$ cat src/hdl/itk_defs.svh
/*
  Constants of the indirect time keeper: port addresses, internal register
  indexes, field positions and timing counts.
  Assumes inclusion once per compilation unit through its guard.
*/
`ifndef ITK_DEFS_SVH
`define ITK_DEFS_SVH

// host-side port addresses in the extended register space
`define ITK_PORT_CTRL_ADDR 12'hFE0
`define ITK_PORT_DATA_ADDR 12'hFE1

// internal register indexes
`define ITK_REG_SAMP_EN 5'h00
`define ITK_REG_TIME_EN 5'h01
`define ITK_REG_SAMP_STS 5'h02
`define ITK_REG_TIME_STS 5'h03
`define ITK_REG_SEC 5'h04
`define ITK_REG_MIN 5'h05
`define ITK_REG_HOUR 5'h06
`define ITK_REG_DAY_LO 5'h07
`define ITK_REG_DAY_HI 5'h08
`define ITK_REG_ALM_SEC 5'h09
`define ITK_REG_ALM_MIN 5'h0A
`define ITK_REG_ALM_HOUR 5'h0B
`define ITK_REG_ALM_DAY_LO 5'h0C
`define ITK_REG_ALM_DAY_HI 5'h0D
`define ITK_REG_SPARE_BASE 5'h10

// port control fields
`define ITK_CTRL_ADDR_LSB 3
`define ITK_CTRL_WR_BIT 2
`define ITK_CTRL_EN_BIT 0

// unlock key bit and lock pattern
`define ITK_KEY_BIT 7
`define ITK_LOCK_PATTERN 8'hA0

// reset values
`define ITK_RESET_BYTE 8'h00

// time base: 32768 reference edges per second, last count 32767
`define ITK_PRESC_TOP 16'h7FFF
`define ITK_SAMP_BASE_MASK 16'h2000
`define ITK_SEC_LAST 6'h3B
`define ITK_HOUR24_LAST 5'h17
`define ITK_HOUR12_LAST 4'hB
`define ITK_HOUR12_PM_ADD 5'h0C

// least write strobe width, in ns, and in 50 ns system clock cycles
`define ITK_CLK_PERIOD_NS 50
`define ITK_STROBE_MIN_NS 200
`define ITK_STROBE_MIN_CYC ((`ITK_STROBE_MIN_NS + `ITK_CLK_PERIOD_NS - 1) / `ITK_CLK_PERIOD_NS)

`endif

$ cat src/hdl/itk_pkg.sv
/*
  Types of the indirect time keeper: host request carrier and unlock states.
  Assumes nothing beyond a SystemVerilog compiler.
*/
package itk_pkg;

  // one host access to the extended register space
  typedef struct packed {
    logic wr;
    logic rd;
    logic [11:0] addr;
    logic [7:0] wdata;
  } itk_bus_req_t;

  // progress through the write unlock sequence
  typedef enum logic [2:0] {
    itk_lk_idle,
    itk_lk_step1,
    itk_lk_step2,
    itk_lk_step3,
    itk_lk_open
  } itk_lock_state_t;

endpackage : itk_pkg

$ cat src/hdl/itk_time_keeper.sv
/*
  Indirect time keeper: seconds, minutes, hours and day count from a
  32.768 kHz reference, sampling timer, event flags, alarm, rate trim and
  sixteen retained bytes, reached through a control and a data port.
  Assumes the host drives bus_req on ref_clk, rd and wr as one-cycle pulses,
  and that the reference pin is asynchronous to ref_clk.
*/
`timescale 1ns/1ps
`default_nettype none
`include "itk_defs.svh"

// Function
// - seconds, minutes, hours advance from the 32.768 kHz reference input
// - enabled pending events drive the interrupt source 2 output
// - control bits 7..3 select the internal register
// - internal write happens when control bit 2 falls, latched address/data
// - enable bit clear makes data port reads return zero
// - data port stores write byte; reads return addressed internal register
// - sampling timer events at 4 Hz to 512 Hz, one per enable bit
// - sampling timer stopped while enable bit clear
// - only enable and status registers writable while locked
// - unlocked writes in any order; lock pattern to sts2 relocks at once
// - sixteen spare bytes at 10h..1Fh, readable whatever the lock
// - spare bytes retained, not cleared by reset
// - each sampling event sets own flag; enabled flags interrupt; write 1 clears
// - second, minute, hour, day flags; day flag at midnight rollover
// - alarm flag on minute, hour and day match; write 1 clears
// - seconds write sets trim enable, direction, amount; read gives seconds
// - clear bit holds seconds at zero until written 0; minutes writable
// - twelve hour format 0..11 plus afternoon bit, else 0..23
// - 16-bit day count and alarm day, alarm hour in 24-hour form
module itk_time_keeper
  import itk_pkg::*;
(
  input wire logic ref_clk,
  input wire logic reset_n,
  input wire logic ref_32k,
  input wire itk_bus_req_t bus_req,
  output logic [7:0] bus_rdata,
  output logic irq_src2
);

  // hit when the prescaler ends a period of the sampling rate n
  function automatic logic samp_hit(input logic [15:0] cnt, input int n);
    logic [15:0] mask;
    mask = (`ITK_SAMP_BASE_MASK >> n) - 16'h0001;
    return (cnt & mask) == mask;
  endfunction : samp_hit

  // current hour in 24-hour form
  function automatic logic [4:0] hour_24(input logic fmt12, input logic [4:0] h);
    logic [4:0] r;
    r = h;
    if (fmt12) begin
      r = {1'b0, h[3:0]} + (h[4] ? `ITK_HOUR12_PM_ADD : 5'h00);
    end
    return r;
  endfunction : hour_24

  logic [7:0] ctrl;
  logic [7:0] data_reg;
  logic wr_bit_q;
  logic ref_s1, ref_s2, ref_s3;
  logic [15:0] presc;
  logic [5:0] sec, min;
  logic [4:0] hour;
  logic fmt12;
  logic [15:0] day;
  logic trim_en, trim_dir;
  logic [5:0] trim_amt;
  logic sec_clr;
  logic [7:0] samp_en, samp_sts;
  logic [4:0] time_en, time_sts;
  logic [5:0] alm_sec, alm_min;
  logic [4:0] alm_hour;
  logic [15:0] alm_day;
  logic match_q;
  logic [7:0] spare [16];
  itk_lock_state_t lock_st;

  logic [4:0] sel;
  logic ctrl_en;
  logic wr_pulse;
  logic ref_tick;
  logic [15:0] presc_end;
  logic sec_tick, min_tick, hour_tick, day_tick;
  logic [4:0] next_hour;
  logic [7:0] samp_ev;
  logic alm_match;
  logic unlocked;
  logic [7:0] int_rdata;

  assign sel = ctrl[7:`ITK_CTRL_ADDR_LSB];
  assign ctrl_en = ctrl[`ITK_CTRL_EN_BIT];
  assign unlocked = (lock_st == itk_lk_open);
  // write pulse on the falling strobe bit
  assign wr_pulse = wr_bit_q & ~ctrl[`ITK_CTRL_WR_BIT];

  // host port registers
  always_ff @(posedge ref_clk or negedge reset_n) begin
    if (!reset_n) begin
      ctrl <= `ITK_RESET_BYTE;
      data_reg <= `ITK_RESET_BYTE;
      wr_bit_q <= 1'b0;
    end else begin
      wr_bit_q <= ctrl[`ITK_CTRL_WR_BIT];
      if (bus_req.wr && bus_req.addr == `ITK_PORT_CTRL_ADDR) begin
        ctrl <= bus_req.wdata;
      end
      if (bus_req.wr && bus_req.addr == `ITK_PORT_DATA_ADDR) begin
        data_reg <= bus_req.wdata;
      end
    end
  end

  // reference pin synchroniser and edge detect
  always_ff @(posedge ref_clk or negedge reset_n) begin
    if (!reset_n) begin
      ref_s1 <= 1'b0;
      ref_s2 <= 1'b0;
      ref_s3 <= 1'b0;
    end else begin
      ref_s1 <= ref_32k;
      ref_s2 <= ref_s1;
      ref_s3 <= ref_s2;
    end
  end
  assign ref_tick = ref_s2 & ~ref_s3;

  // trimmed second length: fast clock counts more, slow counts less
  always_comb begin
    presc_end = `ITK_PRESC_TOP;
    if (trim_en) begin
      presc_end = trim_dir ? (`ITK_PRESC_TOP + {10'h000, trim_amt})
                           : (`ITK_PRESC_TOP - {10'h000, trim_amt});
    end
  end

  assign sec_tick = ref_tick && !sec_clr && presc >= presc_end;
  assign min_tick = sec_tick && sec == `ITK_SEC_LAST;
  assign hour_tick = min_tick && min == `ITK_SEC_LAST;

  // next hour and midnight detection in both formats
  always_comb begin
    next_hour = hour + 5'h01;
    day_tick = 1'b0;
    if (fmt12) begin
      if (hour[3:0] == `ITK_HOUR12_LAST) begin
        next_hour = {~hour[4], 4'h0};
        day_tick = hour_tick && hour[4];
      end
    end else if (hour >= `ITK_HOUR24_LAST) begin
      next_hour = 5'h00;
      day_tick = hour_tick;
    end
  end

  // sampling events, only while enabled
  always_comb begin
    for (int n = 0; n < 8; n++) begin
      samp_ev[n] = ctrl_en && ref_tick && samp_hit(presc, n);
    end
  end

  assign alm_match = min == alm_min && hour_24(fmt12, hour) == alm_hour
                     && day == alm_day;

  // prescaler; held at zero while seconds clear is set
  always_ff @(posedge ref_clk or negedge reset_n) begin
    if (!reset_n) begin
      presc <= 16'h0000;
    end else if (sec_clr || sec_tick) begin
      presc <= 16'h0000;
    end else if (ref_tick) begin
      presc <= presc + 16'h0001;
    end
  end

  // seconds counter
  always_ff @(posedge ref_clk or negedge reset_n) begin
    if (!reset_n) begin
      sec <= 6'h00;
    end else if (sec_clr) begin
      sec <= 6'h00;
    end else if (min_tick) begin
      sec <= 6'h00;
    end else if (sec_tick) begin
      sec <= sec + 6'h01;
    end
  end

  // minutes, trim and clear control; a software write wins over a tick
  always_ff @(posedge ref_clk or negedge reset_n) begin
    if (!reset_n) begin
      min <= 6'h00;
      sec_clr <= 1'b0;
      trim_en <= 1'b0;
      trim_dir <= 1'b0;
      trim_amt <= 6'h00;
    end else if (wr_pulse && unlocked && sel == `ITK_REG_MIN) begin
      sec_clr <= data_reg[7];
      min <= data_reg[5:0];
    end else if (wr_pulse && unlocked && sel == `ITK_REG_SEC) begin
      trim_en <= data_reg[7];
      trim_dir <= data_reg[6];
      trim_amt <= data_reg[5:0];
    end else if (hour_tick) begin
      min <= 6'h00;
    end else if (min_tick) begin
      min <= min + 6'h01;
    end
  end

  // hours and day count
  always_ff @(posedge ref_clk or negedge reset_n) begin
    if (!reset_n) begin
      hour <= 5'h00;
      fmt12 <= 1'b0;
      day <= 16'h0000;
    end else begin
      if (wr_pulse && unlocked && sel == `ITK_REG_HOUR) begin
        fmt12 <= data_reg[7];
        hour <= data_reg[4:0];
      end else if (hour_tick) begin
        hour <= next_hour;
      end
      if (wr_pulse && unlocked && sel == `ITK_REG_DAY_LO) begin
        day[7:0] <= data_reg;
      end else if (wr_pulse && unlocked && sel == `ITK_REG_DAY_HI) begin
        day[15:8] <= data_reg;
      end else if (day_tick) begin
        day <= day + 16'h0001;
      end
    end
  end

  // alarm settings, protected
  always_ff @(posedge ref_clk or negedge reset_n) begin
    if (!reset_n) begin
      alm_sec <= 6'h00;
      alm_min <= 6'h00;
      alm_hour <= 5'h00;
      alm_day <= 16'h0000;
    end else if (wr_pulse && unlocked) begin
      case (sel)
        `ITK_REG_ALM_SEC: alm_sec <= data_reg[5:0];
        `ITK_REG_ALM_MIN: alm_min <= data_reg[5:0];
        `ITK_REG_ALM_HOUR: alm_hour <= data_reg[4:0];
        `ITK_REG_ALM_DAY_LO: alm_day[7:0] <= data_reg;
        `ITK_REG_ALM_DAY_HI: alm_day[15:8] <= data_reg;
        default: alm_sec <= alm_sec;
      endcase
    end
  end

  // retained bytes, kept across system reset
  always_ff @(posedge ref_clk) begin
    if (wr_pulse && unlocked && sel[4]) begin
      spare[sel[3:0]] <= data_reg;
    end
  end

  // enable registers, always writable
  always_ff @(posedge ref_clk or negedge reset_n) begin
    if (!reset_n) begin
      samp_en <= `ITK_RESET_BYTE;
      time_en <= 5'h00;
    end else if (wr_pulse && sel == `ITK_REG_SAMP_EN) begin
      samp_en <= data_reg;
    end else if (wr_pulse && sel == `ITK_REG_TIME_EN) begin
      time_en <= data_reg[4:0];
    end
  end

  // event flags: a set in the clearing cycle wins
  always_ff @(posedge ref_clk or negedge reset_n) begin
    if (!reset_n) begin
      samp_sts <= `ITK_RESET_BYTE;
      time_sts <= 5'h00;
      match_q <= 1'b1; // counts and alarm both reset to zero: no false alarm edge
    end else begin
      match_q <= alm_match;
      samp_sts <= (samp_sts & ~((wr_pulse && sel == `ITK_REG_SAMP_STS) ? data_reg : 8'h00))
                  | samp_ev;
      time_sts <= (time_sts & ~((wr_pulse && sel == `ITK_REG_TIME_STS) ? data_reg[4:0] : 5'h00))
                  | {alm_match & ~match_q, day_tick, hour_tick, min_tick, sec_tick};
    end
  end

  // unlock sequence and relock pattern
  always_ff @(posedge ref_clk or negedge reset_n) begin
    if (!reset_n) begin
      lock_st <= itk_lk_idle;
    end else if (wr_pulse) begin
      if (sel == `ITK_REG_TIME_STS && data_reg == `ITK_LOCK_PATTERN) begin
        lock_st <= itk_lk_idle;
      end else if (lock_st != itk_lk_open) begin
        case (lock_st)
          itk_lk_idle: begin
            if (sel == `ITK_REG_TIME_EN && data_reg[`ITK_KEY_BIT]) begin
              lock_st <= itk_lk_step1;
            end
          end
          itk_lk_step1: begin
            if (sel == `ITK_REG_TIME_STS && !data_reg[`ITK_KEY_BIT]) begin
              lock_st <= itk_lk_step2;
            end else begin
              lock_st <= itk_lk_idle;
            end
          end
          itk_lk_step2: begin
            if (sel == `ITK_REG_TIME_EN && !data_reg[`ITK_KEY_BIT]) begin
              lock_st <= itk_lk_step3;
            end else begin
              lock_st <= itk_lk_idle;
            end
          end
          itk_lk_step3: begin
            if (sel == `ITK_REG_TIME_STS && data_reg[`ITK_KEY_BIT]) begin
              lock_st <= itk_lk_open;
            end else begin
              lock_st <= itk_lk_idle;
            end
          end
          default: lock_st <= itk_lk_idle;
        endcase
      end
    end
  end

  // internal read selection
  always_comb begin
    int_rdata = 8'h00;
    case (sel)
      `ITK_REG_SAMP_EN: int_rdata = samp_en;
      `ITK_REG_TIME_EN: int_rdata = {3'h0, time_en};
      `ITK_REG_SAMP_STS: int_rdata = samp_sts;
      `ITK_REG_TIME_STS: int_rdata = {3'h0, time_sts};
      `ITK_REG_SEC: int_rdata = {2'h0, sec};
      `ITK_REG_MIN: int_rdata = {sec_clr, 1'b0, min};
      `ITK_REG_HOUR: int_rdata = {fmt12, 2'h0, hour};
      `ITK_REG_DAY_LO: int_rdata = day[7:0];
      `ITK_REG_DAY_HI: int_rdata = day[15:8];
      `ITK_REG_ALM_SEC: int_rdata = {2'h0, alm_sec};
      `ITK_REG_ALM_MIN: int_rdata = {2'h0, alm_min};
      `ITK_REG_ALM_HOUR: int_rdata = {3'h0, alm_hour};
      `ITK_REG_ALM_DAY_LO: int_rdata = alm_day[7:0];
      `ITK_REG_ALM_DAY_HI: int_rdata = alm_day[15:8];
      default: int_rdata = sel[4] ? spare[sel[3:0]] : 8'h00;
    endcase
  end

  // host read data and interrupt, registered
  always_ff @(posedge ref_clk or negedge reset_n) begin
    if (!reset_n) begin
      bus_rdata <= `ITK_RESET_BYTE;
      irq_src2 <= 1'b0;
    end else begin
      irq_src2 <= |(samp_sts & samp_en) | |(time_sts & time_en);
      bus_rdata <= 8'h00;
      if (bus_req.rd && bus_req.addr == `ITK_PORT_CTRL_ADDR) begin
        bus_rdata <= ctrl;
      end else if (bus_req.rd && bus_req.addr == `ITK_PORT_DATA_ADDR) begin
        bus_rdata <= ctrl_en ? int_rdata : 8'h00;
      end
    end
  end

  a_irq_gating: assert property (@(posedge ref_clk) disable iff (!reset_n)
    ##1 irq_src2 == ($past(|(samp_sts & samp_en)) || $past(|(time_sts & time_en))))
    else $error("interrupt does not follow enabled flags");

  a_read_gated: assert property (@(posedge ref_clk) disable iff (!reset_n)
    bus_req.rd && bus_req.addr == `ITK_PORT_DATA_ADDR && !ctrl_en |=> bus_rdata == 8'h00)
    else $error("data read not zero while disabled");

  a_strobe_edge: assert property (@(posedge ref_clk) disable iff (!reset_n)
    wr_pulse && sel == `ITK_REG_SAMP_EN |=> samp_en == $past(data_reg))
    else $error("write pulse did not store latched data");

  a_locked_hold: assert property (@(posedge ref_clk) disable iff (!reset_n)
    wr_pulse && !unlocked && sel == `ITK_REG_HOUR |=> $stable(fmt12))
    else $error("protected register written while locked");

  a_samp_stop: assert property (@(posedge ref_clk) disable iff (!reset_n)
    !ctrl_en |=> (samp_sts & ~$past(samp_sts)) == 8'h00)
    else $error("sampling flag set while disabled");

  a_sec_wrap: assert property (@(posedge ref_clk) disable iff (!reset_n)
    sec_tick && sec == `ITK_SEC_LAST |=> sec == 6'h00 && min != $past(min) && time_sts[1])
    else $error("seconds did not wrap into minutes");

  a_hour_range: assert property (@(posedge ref_clk) disable iff (!reset_n)
    hour_tick |=> (fmt12 ? hour[3:0] <= `ITK_HOUR12_LAST : hour <= `ITK_HOUR24_LAST))
    else $error("hour counter out of range");

  a_flag_clear: assert property (@(posedge ref_clk) disable iff (!reset_n)
    wr_pulse && sel == `ITK_REG_SAMP_STS && data_reg[0] && !samp_ev[0] |=> !samp_sts[0])
    else $error("sampling flag not cleared by write one");

  a_relock_now: assert property (@(posedge ref_clk) disable iff (!reset_n)
    wr_pulse && sel == `ITK_REG_TIME_STS && data_reg == `ITK_LOCK_PATTERN |=> !unlocked)
    else $error("lock pattern did not relock");

  a_midnight_flag: assert property (@(posedge ref_clk) disable iff (!reset_n)
    day_tick |=> time_sts[3] && hour[3:0] == 4'h0)
    else $error("day flag missing at midnight");

endmodule : itk_time_keeper
`default_nettype wire

$ cat config.mk
export PLATFORM = sky130hd
export DESIGN_NAME = itk_time_keeper
export DESIGN_NICKNAME = d
export VERILOG_FILES = /design/src/hdl/itk_pkg.sv /design/src/hdl/itk_time_keeper.sv
export VERILOG_INCLUDE_DIRS = /design/src /design/src/hdl
export SDC_FILE = /design/constraint.sdc
export NUM_CORES = 1
export LEC_CHECK = 0
export ABC_AREA = 1
export BUFFER_PORTS_ARGS = -buffer_cell sky130_fd_sc_hd__buf_2
export CORE_UTILIZATION = 53
export DETAILED_ROUTE_END_ITERATION = 6
export PLACE_DENSITY = 0.69
export SLEW_MARGIN = 40
export SYNTH_ARGS = -nofsm -noshare
export SYNTH_HDL_FRONTEND = slang
export SYNTH_SLANG_ARGS = --single-unit
export TNS_END_PERCENT = 30
$ cat constraint.sdc
create_clock -name ref_clk -period 6.5 [get_ports ref_clk]
set_clock_uncertainty 0.2 [all_clocks]
set_input_delay 0.325 -clock ref_clk [delete_from_list [all_inputs] [get_ports ref_clk]]
set_output_delay 0.325 -clock ref_clk [all_outputs]
set_load 0.02 [all_outputs]
### Word-level counts from Yosys, hierarchy flattened

Memories as Yosys holds them, arrays and structs flattened.
Index checks and enable logic that the tools add are counted.

| cells by class | value |
|---|---|
| $add $sub $neg | 8 |
| order comparisons | 2 |
| equal/unequal tests | 38 |
| muxes and demuxes | 41 |
| bitwise gates (word level) | 19 |
| reductions and logical operators | 61 |

Operators with widths:

| cell | number |
|---|---|
| one-hot mux 8 bit (14 select lines) | 1 |
| 2-to-1 mux 16 bit | 5 |
| 2-to-1 mux 8 bit | 8 |
| 2-to-1 mux 6 bit | 7 |
| equality test 12 bit (second input constant) | 3 |
| logical AND 1 bit | 36 |
| 2-to-1 mux 5 bit | 7 |
| adder 16 x 1 -> 16 bit (second input constant) | 2 |
| equality test 5 x 4 -> 1 bit (second input constant) | 6 |
| equality test 5 x 3 -> 1 bit (second input constant) | 4 |
| AND reduction 2 bit | 10 |
| equality test 6 bit (second input constant) | 3 |
| adder 15 x 6 -> 16 bit (first input constant) | 1 |
| bitwise AND 8 bit | 2 |
| equality test 16 bit | 1 |
| equality test 8 bit (second input constant) | 2 |
| greater-or-equal comparator 16 bit | 1 |
| subtractor 15 x 6 -> 16 bit (first input constant) | 1 |
| equality test 13 bit (second input constant) | 1 |
| adder 6 x 1 -> 6 bit (second input constant) | 2 |
| 2-to-1 mux 3 bit | 4 |
| one-hot mux 3 bit (4 select lines) | 1 |
| equality test 11 bit (second input constant) | 1 |
| bitwise AND 5 bit | 2 |
| 35 further kinds | 58 |

| word-level totals | value |
|---|---|
| register bits | 151 |
| bits in writable memories | 128 |
| input port bits | 25 |
| output and inout bits | 9 |
| logic and storage cells | 200 |
| memories | 1 |

Memories:

| memory | words | bits a word | rd ports | clocked after memory_dff | wr ports | RTL line | text |
|---|---|---|---|---|---|---|---|
| spare | 16 | 8 | 1 | 0 | 1 | itk_time_keeper.sv:78 | `logic [7:0] spare [16];` |

### Longest topological paths before layout

Gate-level depths: netlist (run 1).

| logic depth | value |
|---|---|
| depth in word-level cells | 13 |
| depth in mapped cells | 21 |
| mapped depth without buffers | 21 |

### Least setup slack after synthesis (run 1)

No wires, ideal clock.

| timing path | value |
|---|---|
| kind | register -> register |
| start | register trim_amt[3] |
| end | register day[0] |
| library setup time | 0.126 ns |
| arrival | 2.623 ns |
| data required time | 6.174 ns |
| path slack | 3.551 ns |
| cell stages (with the launch flop) | 21 |
| buffers on the path | 0 |
| period minus slack after synthesis | 2.949 ns |
| cell sequence | dfrtp_1 > nor2_1 > inv_1 > nor3_1 > ha_1 > o21ai_0 > a21oi_1 > ha_1 > nand2_1 > inv_1 > nand2_1 > nor2_1 > nor2_1 > nand2_1 > nand2_1 > nand2_1 > nand4_2 > nor2_2 > nand2_2 > nand2_1 > o21ai_0 |

| on the way | value |
|---|---|
| cells in the longest elaborated chain, start to end | 12 |
| elaborated cells on any way between the ends | 14 |
| classes of those cells | add/sub (2); order compare (1); mux (5); reduce/logical (6) |

Ends and longest elaborated chain:

| item | RTL line | text |
|---|---|---|
| start: declaration | itk_time_keeper.sv:70 | `logic [5:0] trim_amt;` |
| start signal: assignment | itk_time_keeper.sv:206 | `trim_amt <= data_reg[5:0];` |
| subtractor 15 x 6 -> 16 bit (no source line) / adder 15 x 6 -> 16 bit (equally long branches) | n/a |  |
| 2-to-1 mux 16 bit * | itk_time_keeper.sv:134 | `` presc_end = trim_dir ? (`ITK_PRESC_TOP + {10'h000, trim_amt}) `` |
| 2-to-1 mux 16 bit * | itk_time_keeper.sv:133 | `if (trim_en) begin` |
| greater-or-equal comparator 16 bit * | itk_time_keeper.sv:139 | `assign sec_tick = ref_tick && !sec_clr && presc >= presc_end;` |
| logical AND 1 bit * | itk_time_keeper.sv:139 |  |
| logical AND 1 bit (no source line) * (2 in a row) | n/a |  |
| logical AND 1 bit | itk_time_keeper.sv:150 | `day_tick = hour_tick && hour[4];` |
| 2-to-1 mux 1 bit | itk_time_keeper.sv:148 | `` if (hour[3:0] == `ITK_HOUR12_LAST) begin `` |
| 2-to-1 mux 1 bit * | itk_time_keeper.sv:147 | `if (fmt12) begin` |
| nonzero test 2 bit (no source line) * | n/a |  |
| AND reduction 2 bit (no source line) * | n/a |  |
| end signal: assignment | itk_time_keeper.sv:228 | `day[7:0] <= data_reg;` |
| end signal: assignment | itk_time_keeper.sv:232 | `day <= day + 16'h0001;` |
| end: declaration | itk_time_keeper.sv:68 | `logic [15:0] day;` |

Mark *: on every way between the ends. The rest lies on a longest branch, timed or not.
A chain may end at the register's enable or synchronous reset.

### Final worst setup path (run 1)

| timing path | value |
|---|---|
| start | register trim_amt[3] |
| end | register day[1] |

The elaborated chain is that of the path after synthesis.

==> flow_metrics.env, run 1 <==
export IMPL_hold_violations=0
export IMPL_finalPower_mw=3.67
export IMPL_fin_tns_setup_ns=0
export IMPL_clockPowerShare=0.467
export IMPL_synth_top_area_cell="edfxtp_1"
export IMPL_cts_reportedPaths_clkPinSlew_ns=0.06
export IMPL_cts_sinks=279
export IMPL_synth_top_cell_area_share=0.279
export IMPL_synth_cells=1446
export IMPL_grt_max_degree=83
export IMPL_synth_seq_area_share=0.554
export IMPL_io_pins=34
export IMPL_dr_total_vias=10704
export IMPL_vdd_drop_max_v=0.000207
export IMPL_cp_required_ns=6.78
export IMPL_grt_pass1_wl_um=57300
export IMPL_vias_per_cell=5.80
export IMPL_final_cell_mix="nand2_1 (309), dfrtp_1 (147), inv_1 (137), o21ai_0 (130), edfxtp_1 (128)"
export IMPL_antenna_left=0
export IMPL_slowest_delay_ns=0.40
export IMPL_fin_crit_ns=3.53
export IMPL_worstMarginPinSlew_ns=0.858
export IMPL_arrival_ns=3.81
export IMPL_postSynthNetCount=1498
export IMPL_dp_hpwl_um=24800
export IMPL_dr_pass1_iters=6
export IMPL_fin_nets=1548
export IMPL_p_comb_frac=0.025
export IMPL_cts_resized=0
export IMPL_power_switching_mw=0.766
export IMPL_crit_top_cell="nand2_1"
export IMPL_ys_async_sr_fraction=0.541
export IMPL_grt_overflow=0
export IMPL_dieArea_mm2=0.0266
export IMPL_ys_warn_count=0
export IMPL_synth_area_mm2=0.0138
export IMPL_clk_latency_ns=0.56
export IMPL_startpoint_type="flop"
export IMPL_htreeDepth=1
export IMPL_dpl_cell_area_mm2=0.0142
export IMPL_grt_pass1_vias=10390
export IMPL_max_freq_mhz=284
export IMPL_p_per_area_mw_per_mm2=239
export IMPL_synth_edff_count=128
export IMPL_wl_per_cell_um=19.8
export IMPL_crit_family="simple AND/OR/NAND/NOR gates"
export IMPL_gp_congestion=0.927
export IMPL_n_antenna_cell=0
export IMPL_avgSynthCellArea_um2=9.52
export IMPL_ys_ff_latch=279
export IMPL_finalInstanceArea_mm2=0.0153
export IMPL_path_cells="nor2_1 -> inv_1 -> nor3_1 -> ha_1 -> o21ai_0 -> a21oi_1 -> ha_1 -> nand2_1 -> inv_1 -> nand2_1 -> nor2_1 -> nor2_1 -> nand2_1 -> nand2_1 -> nand2_1 -> nand4_2 -> nor2_2 -> nand2_2 -> nand2_1 -> nor2_1 -> nor2_1"
export IMPL_maxSlewHeadroom=0.428
export IMPL_antenna_found_initial=0
export IMPL_post_cts_setup_buffer_count=0
export IMPL_final_common_cell="nand2_1"
export IMPL_drt_wl_total_um=36500
export IMPL_postLayoutCoreUtil=0.606
export IMPL_gr_usage_all_layers=0.280
export IMPL_fp_dieW_um=163
export IMPL_drtIter0Drc=939
export IMPL_crit_slowest_cell="dfrtp_1"
export IMPL_synth_area_top_cells="edfxtp_1 (28%), dfrtp_1 (27%), nand2_1 (8.4%)"
export IMPL_cts_max_path_buffers=3
export IMPL_crit_type="flop to flop"
export IMPL_synthFlopType="dfrtp_1"
export IMPL_cts_tree="done"
export IMPL_critPathCaptureType="flop"
export IMPL_leakagePower_nw=6.23
export IMPL_layout_drive_gt1_share=0.113
export IMPL_die_h_um=163
export IMPL_crit_buf_inv=2
export IMPL_portBuffers=33
export IMPL_numCtsBuffers=30
export IMPL_fp_row_count=58
export IMPL_route_detailed_drc=0
export IMPL_slew_violations=0
export IMPL_p_seq_frac=0.509
export IMPL_start_util=0.543
export IMPL_rsz0062_at_grt="no"
export IMPL_r2r_slack_ns=2.97
export IMPL_hp_class="input port to flop"
export IMPL_swShare=0.209
export IMPL_intPower_mw=2.90
export IMPL_synth_cell_types=58
export IMPL_syn_to_final_growth_pct=11.5
export IMPL_largest_reg_flops=128
export IMPL_crit_path_max_fanout=7
export IMPL_setup_viol=0
export IMPL_status="complete, no violations"
export IMPL_root_buffer="clkbuf_16"
export IMPL_finalCritPeriodShare=0.542
export IMPL_core_area_mm2=0.0253
export IMPL_cap_violations=0
## repair_timing
action	in CTS	in global routing
hold buffers	11	0
setup endpoints to repair	0	0
endpoints found under the hold margin	99	0
## final cells by class
type                            count  area, µm²
Fill cell                        2137       9980
Sequential cell                   279       7630
Multi-Input combinational cell    972       5330
Clock buffer                       39        795
Inverter                          155        592
Tap cell                          330        413
Timing Repair Buffer               58        393
Clock inverter                     14        190
## per-stage QoR
stage | setup WS [ns] | hold WS (ns) | std cells
3_5_place_dp | 3.04 | 0.161 | 1783
6_report | 2.97 | 0.0380 | 1847
4_1_cts | 3.01 | 0.0259 | 1847
3_3_place_gp | 3.15 | 0.168 | 1783
5_1_grt | 2.64 | 0.0845 | 1847
2_1_floorplan | 3.55 | -0.171 | 1446
## power by group through the flow
stage / Clock, mW / Combinational [mW] / Sequential (mW)
after floorplan: 0 / 0.0465 / 1.90
after CTS: 1.73 / 0.0912 / 1.87
after global placement: 0 / 0.0824 / 1.90
after global routing: 1.79 / 0.102 / 1.87
after detailed placement: 0 / 0.0854 / 1.90
final: 1.71 / 0.0900 / 1.87
## synth_stat cells, types with 3 or more instances
cell type  count
a21oi_1       60
a221oi_1       3
a22o_1         8
a22oi_1       46
a22oi_2       19
a31oi_1        3
buf_2         15
buf_4          5
clkbuf_1      17
dfrtp_1      150
edfxtp_1     128
ha_1          26
inv_1        137
inv_2         15
nand2_1      309
nand2_2        8
nand3_1       70
nand3_2        6
nand3b_1       3
nand4_1       20
nor2_1        93
nor2_2         6
nor2_4         5
nor3_1        31
nor3_2         5
nor3b_1        5
nor4_1         7
o211ai_1       4
o21ai_0      130
o21ai_1       11
o221ai_1       3
o22ai_1       19
o31ai_1        3
or2_0         12
or2_1          3
xnor2_1       13
xor2_1        23
## cells by family (layout without fill, tap and decap cells)
kind of cell	count (synthesis)	after routing	share of synthesized area
AO/OA/AOI/OAI	318	318	0.145
adder cells (fa/ha/maj)	27	27	0.0251
XOR/XNOR	36	36	0.0229
AND/OR/NAND/NOR	591	591	0.194
flip-flops	279	279	0.554
buffers and inverters	195	266	0.0588
## path summary, 6_finish.rpt
path / start / endpoint / depth (start not counted)
setup reg to reg: trim_amt[3] / day[1] / 21
hold reg to reg: ref_s1 / ref_s2 / 0
max in group asynchronous: reset_n / presc[14] / 3
min in group asynchronous: reset_n / fmt12 / 2
hold / removal: bus_req[10] / bus_rdata[0] / 6
setup / recovery: trim_amt[3] / day[1] / 21
## worst register-to-register path, cell delays in order, from the launching register on
cell and delay, ns:
dfrtp_1 0.40, nor2_1 0.12, inv_1 0.05, nor3_1 0.23, ha_1 0.27, o21ai_0 0.15
a21oi_1 0.06, ha_1 0.29, nand2_1 0.05, inv_1 0.05, nand2_1 0.06, nor2_1 0.12
nor2_1 0.06, nand2_1 0.05, nand2_1 0.04, nand2_1 0.15, nand4_2 0.33, nor2_2 0.34
nand2_2 0.15, nand2_1 0.14, nor2_1 0.06, nor2_1 0.09
## per-layer routing
| metal | wire length, µm | track usage |
|---|---|---|
| met3 | 2520 | 0.0442 |
| met2 | 17400 | 0.462 |
| met1 | 15700 | 0.384 |
| met4 | 926 | 0.0748 |
| met5 | 0 | 0 |
No activity file was read; power rests on OpenSTA's default activity.
==> run 2, diff against run 1 <==
clock period = 3.61 ns   (was 6.5 ns; I/O delays follow)
==> run 2 against run 1 <==
Clock power up 91%; combinational power up 87%; wire length up 0.21%; non-clock buffer count up 26.
==> flow_metrics.env, run 2 (same netlist as run 1, synthesis figures left out) <==
export IMPL_status="complete, no violations"
export IMPL_htreeDepth=1
export IMPL_gr_usage_all_layers=0.284
export IMPL_finalCritPeriodShare=0.899
export IMPL_startpoint="trim_amt[0]"
export IMPL_final_common_cell="nand2_1"
export IMPL_syn_to_final_growth_pct=13.5
export IMPL_placed_cells=1799
export IMPL_drtIter0Drc=1099
export IMPL_fin_cells=1876
export IMPL_grt_pass1_wl_um=58200
export IMPL_hold_violations=0
export IMPL_crit_buf_inv=5
export IMPL_numCtsBuffers=30
export IMPL_n_antenna_cell=0
export IMPL_path_depth=20
export IMPL_dr_pass1_iters=5
export IMPL_crit_slowest_cell="dfrtp_1"
export IMPL_crit_type="flop to flop"
export IMPL_rsz0062_at_grt="no"
export IMPL_drt_wl_total_um=36600
export IMPL_postLayoutCoreUtil=0.617
export IMPL_vias_per_cell=5.81
export IMPL_clk_latency_ns=0.57
export IMPL_cts_tree="done"
export IMPL_critPathCaptureType="flop"
export IMPL_r2r_slack_ns=0.36
export IMPL_cts_reportedPaths_clkPinSlew_ns=0.06
export IMPL_dpl_cell_area_mm2=0.0144
export IMPL_fp_row_count=58
export IMPL_reg2reg_depth=20
export IMPL_leakagePower_nw=6.40
export IMPL_die_h_um=163
export IMPL_gp_congestion=0.934
export IMPL_crit_path_max_fanout=7
export IMPL_hp_class="input port to async pin"
export IMPL_dieArea_mm2=0.0266
export IMPL_final_cell_mix="nand2_1 (307), dfrtp_1 (149), inv_1 (137), o21ai_0 (130), edfxtp_1 (128)"
export IMPL_wl_met1_um=15800
export IMPL_maxSlewHeadroom=0.427
export IMPL_cts_sinks=279
export IMPL_dr_total_vias=10894
export IMPL_grt_overflow=0
export IMPL_met2_length_um=17200
export IMPL_grt_pass1_vias=10613
export IMPL_start_util=0.543
export IMPL_p_per_area_mw_per_mm2=434
export IMPL_vdd_drop_max_v=0.000360
export IMPL_largest_reg_flops=128
export IMPL_cts_max_path_buffers=3
export IMPL_r2r_end="day[10]"
export IMPL_dr_max_layer_used="met4"
export IMPL_fp_dieW_um=163
export IMPL_path_cells="inv_1 -> ha_1 -> nand3_1 -> o31ai_1 -> inv_1 -> ha_1 -> nand2_1 -> inv_1 -> nand2_1 -> nor2_1 -> nor2_1 -> nand2_1 -> nand2_1 -> nand2_2 -> nand4_4 -> o21bai_4 -> buf_4 -> nand3_1 -> nand2_1 -> inv_1"
export IMPL_cap_violations=0
export IMPL_antenna_found_initial=0
export IMPL_wl_per_cell_um=19.5
export IMPL_startpoint_type="flop"
export IMPL_endpoint="day[10]"
export IMPL_core_area_mm2=0.0253
export IMPL_antenna_left=0
export IMPL_crit_top_cell="nand2_1"
export IMPL_io_pins=34
export IMPL_holdWs_ns=0.00169
export IMPL_wl_met3_um=2350
export IMPL_fin_nets=1574
export IMPL_setup_viol=0
export IMPL_r2r_start="trim_amt[0]"
export IMPL_root_buffer="clkbuf_16"
export IMPL_layout_drive_gt1_share=0.126
export IMPL_fin_tns_setup_ns=0
export IMPL_finalInstanceArea_mm2=0.0156
export IMPL_crit_family="simple AND/OR/NAND/NOR gates"
export IMPL_fin_crit_ns=3.25
export IMPL_worstMarginPinSlew_ns=0.860
export IMPL_portBuffers=33
export IMPL_arrival_ns=3.51
export IMPL_cp_required_ns=3.87
export IMPL_fillCellCount=2123
export IMPL_route_detailed_drc=0
export IMPL_grt_max_degree=76
export IMPL_dp_hpwl_um=25100
export IMPL_slowest_delay_ns=0.40
export IMPL_slew_violations=0
export IMPL_max_freq_mhz=308
## run 2: final cells by class
type,instances,area (µm²),area share
Sequential cell,279,7620,0.488
Tap cell,330,413,0.0264
Timing Repair Buffer,84,597,0.0382
Clock buffer,34,766,0.0490
Inverter,155,592,0.0379
Clock inverter,22,282,0.0180
Multi-Input combinational cell,972,5350,0.342
## run 2: worst reg2reg max path, cell delays in order, from the launching register on
cell	delay, ns
dfrtp_1	0.40
inv_1	0.08
ha_1	0.17
nand3_1	0.11
o31ai_1	0.34
inv_1	0.16
ha_1	0.31
nand2_1	0.06
inv_1	0.07
nand2_1	0.06
nor2_1	0.10
nor2_1	0.04
nand2_1	0.05
nand2_1	0.06
nand2_2	0.13
nand4_4	0.20
o21bai_4	0.30
buf_4	0.15
nand3_1	0.06
nand2_1	0.08
inv_1	0.03
## run 2: what timing repair did
action / 4_1_cts / 5_1_grt
setup buffers: 0 / 4
hold buffers: 17 / 0
hold endpoints to repair: 97 / 0
gates resized for setup: 0 / 3
setup endpoints to repair: 0 / 16
## run 2: worst min-delay path by stage
stage | start | end | slack [ns] | cells past startpoint
5_1_grt | ref_32k | ref_s1 | 0.06 | 2
3_5_place_dp | reset_n | fmt12 | 0.06 | 1
3_3_place_gp | reset_n | fmt12 | 0.06 | 1
2_1_floorplan | reset_n | alm_day[0] | -0.32 | 0
6_report | reset_n | fmt12 | 0.002 | 2
4_1_cts | reset_n | fmt12 | 0.05 | 2
## run 2: layer usage
metal / up-vias / track usage
met5: - / 0
met2: 411 / 0.467
li1: 5150 / -
met4: 0 / 0.108
met3: 76 / 0.0325
met1: 5257 / 0.385
## run 2: report_power, final
part	leakage [nW]	switching (mW)	internal (mW)
Clock	0.505	1.30	1.96
Combinational	2.88	0.102	0.0652
Sequential	3.01	0.0309	3.33
Total	6.40	1.43	5.35
## run 2: through the flow
stage / setup slack (ns) / power [mW]
floorplan: 0.661 / 3.50
global placement: 0.288 / 3.57
detailed placement: 0.198 / 3.58
CTS: 0.187 / 6.81
global route: 0.0634 / 6.97
finish: 0.364 / 6.78
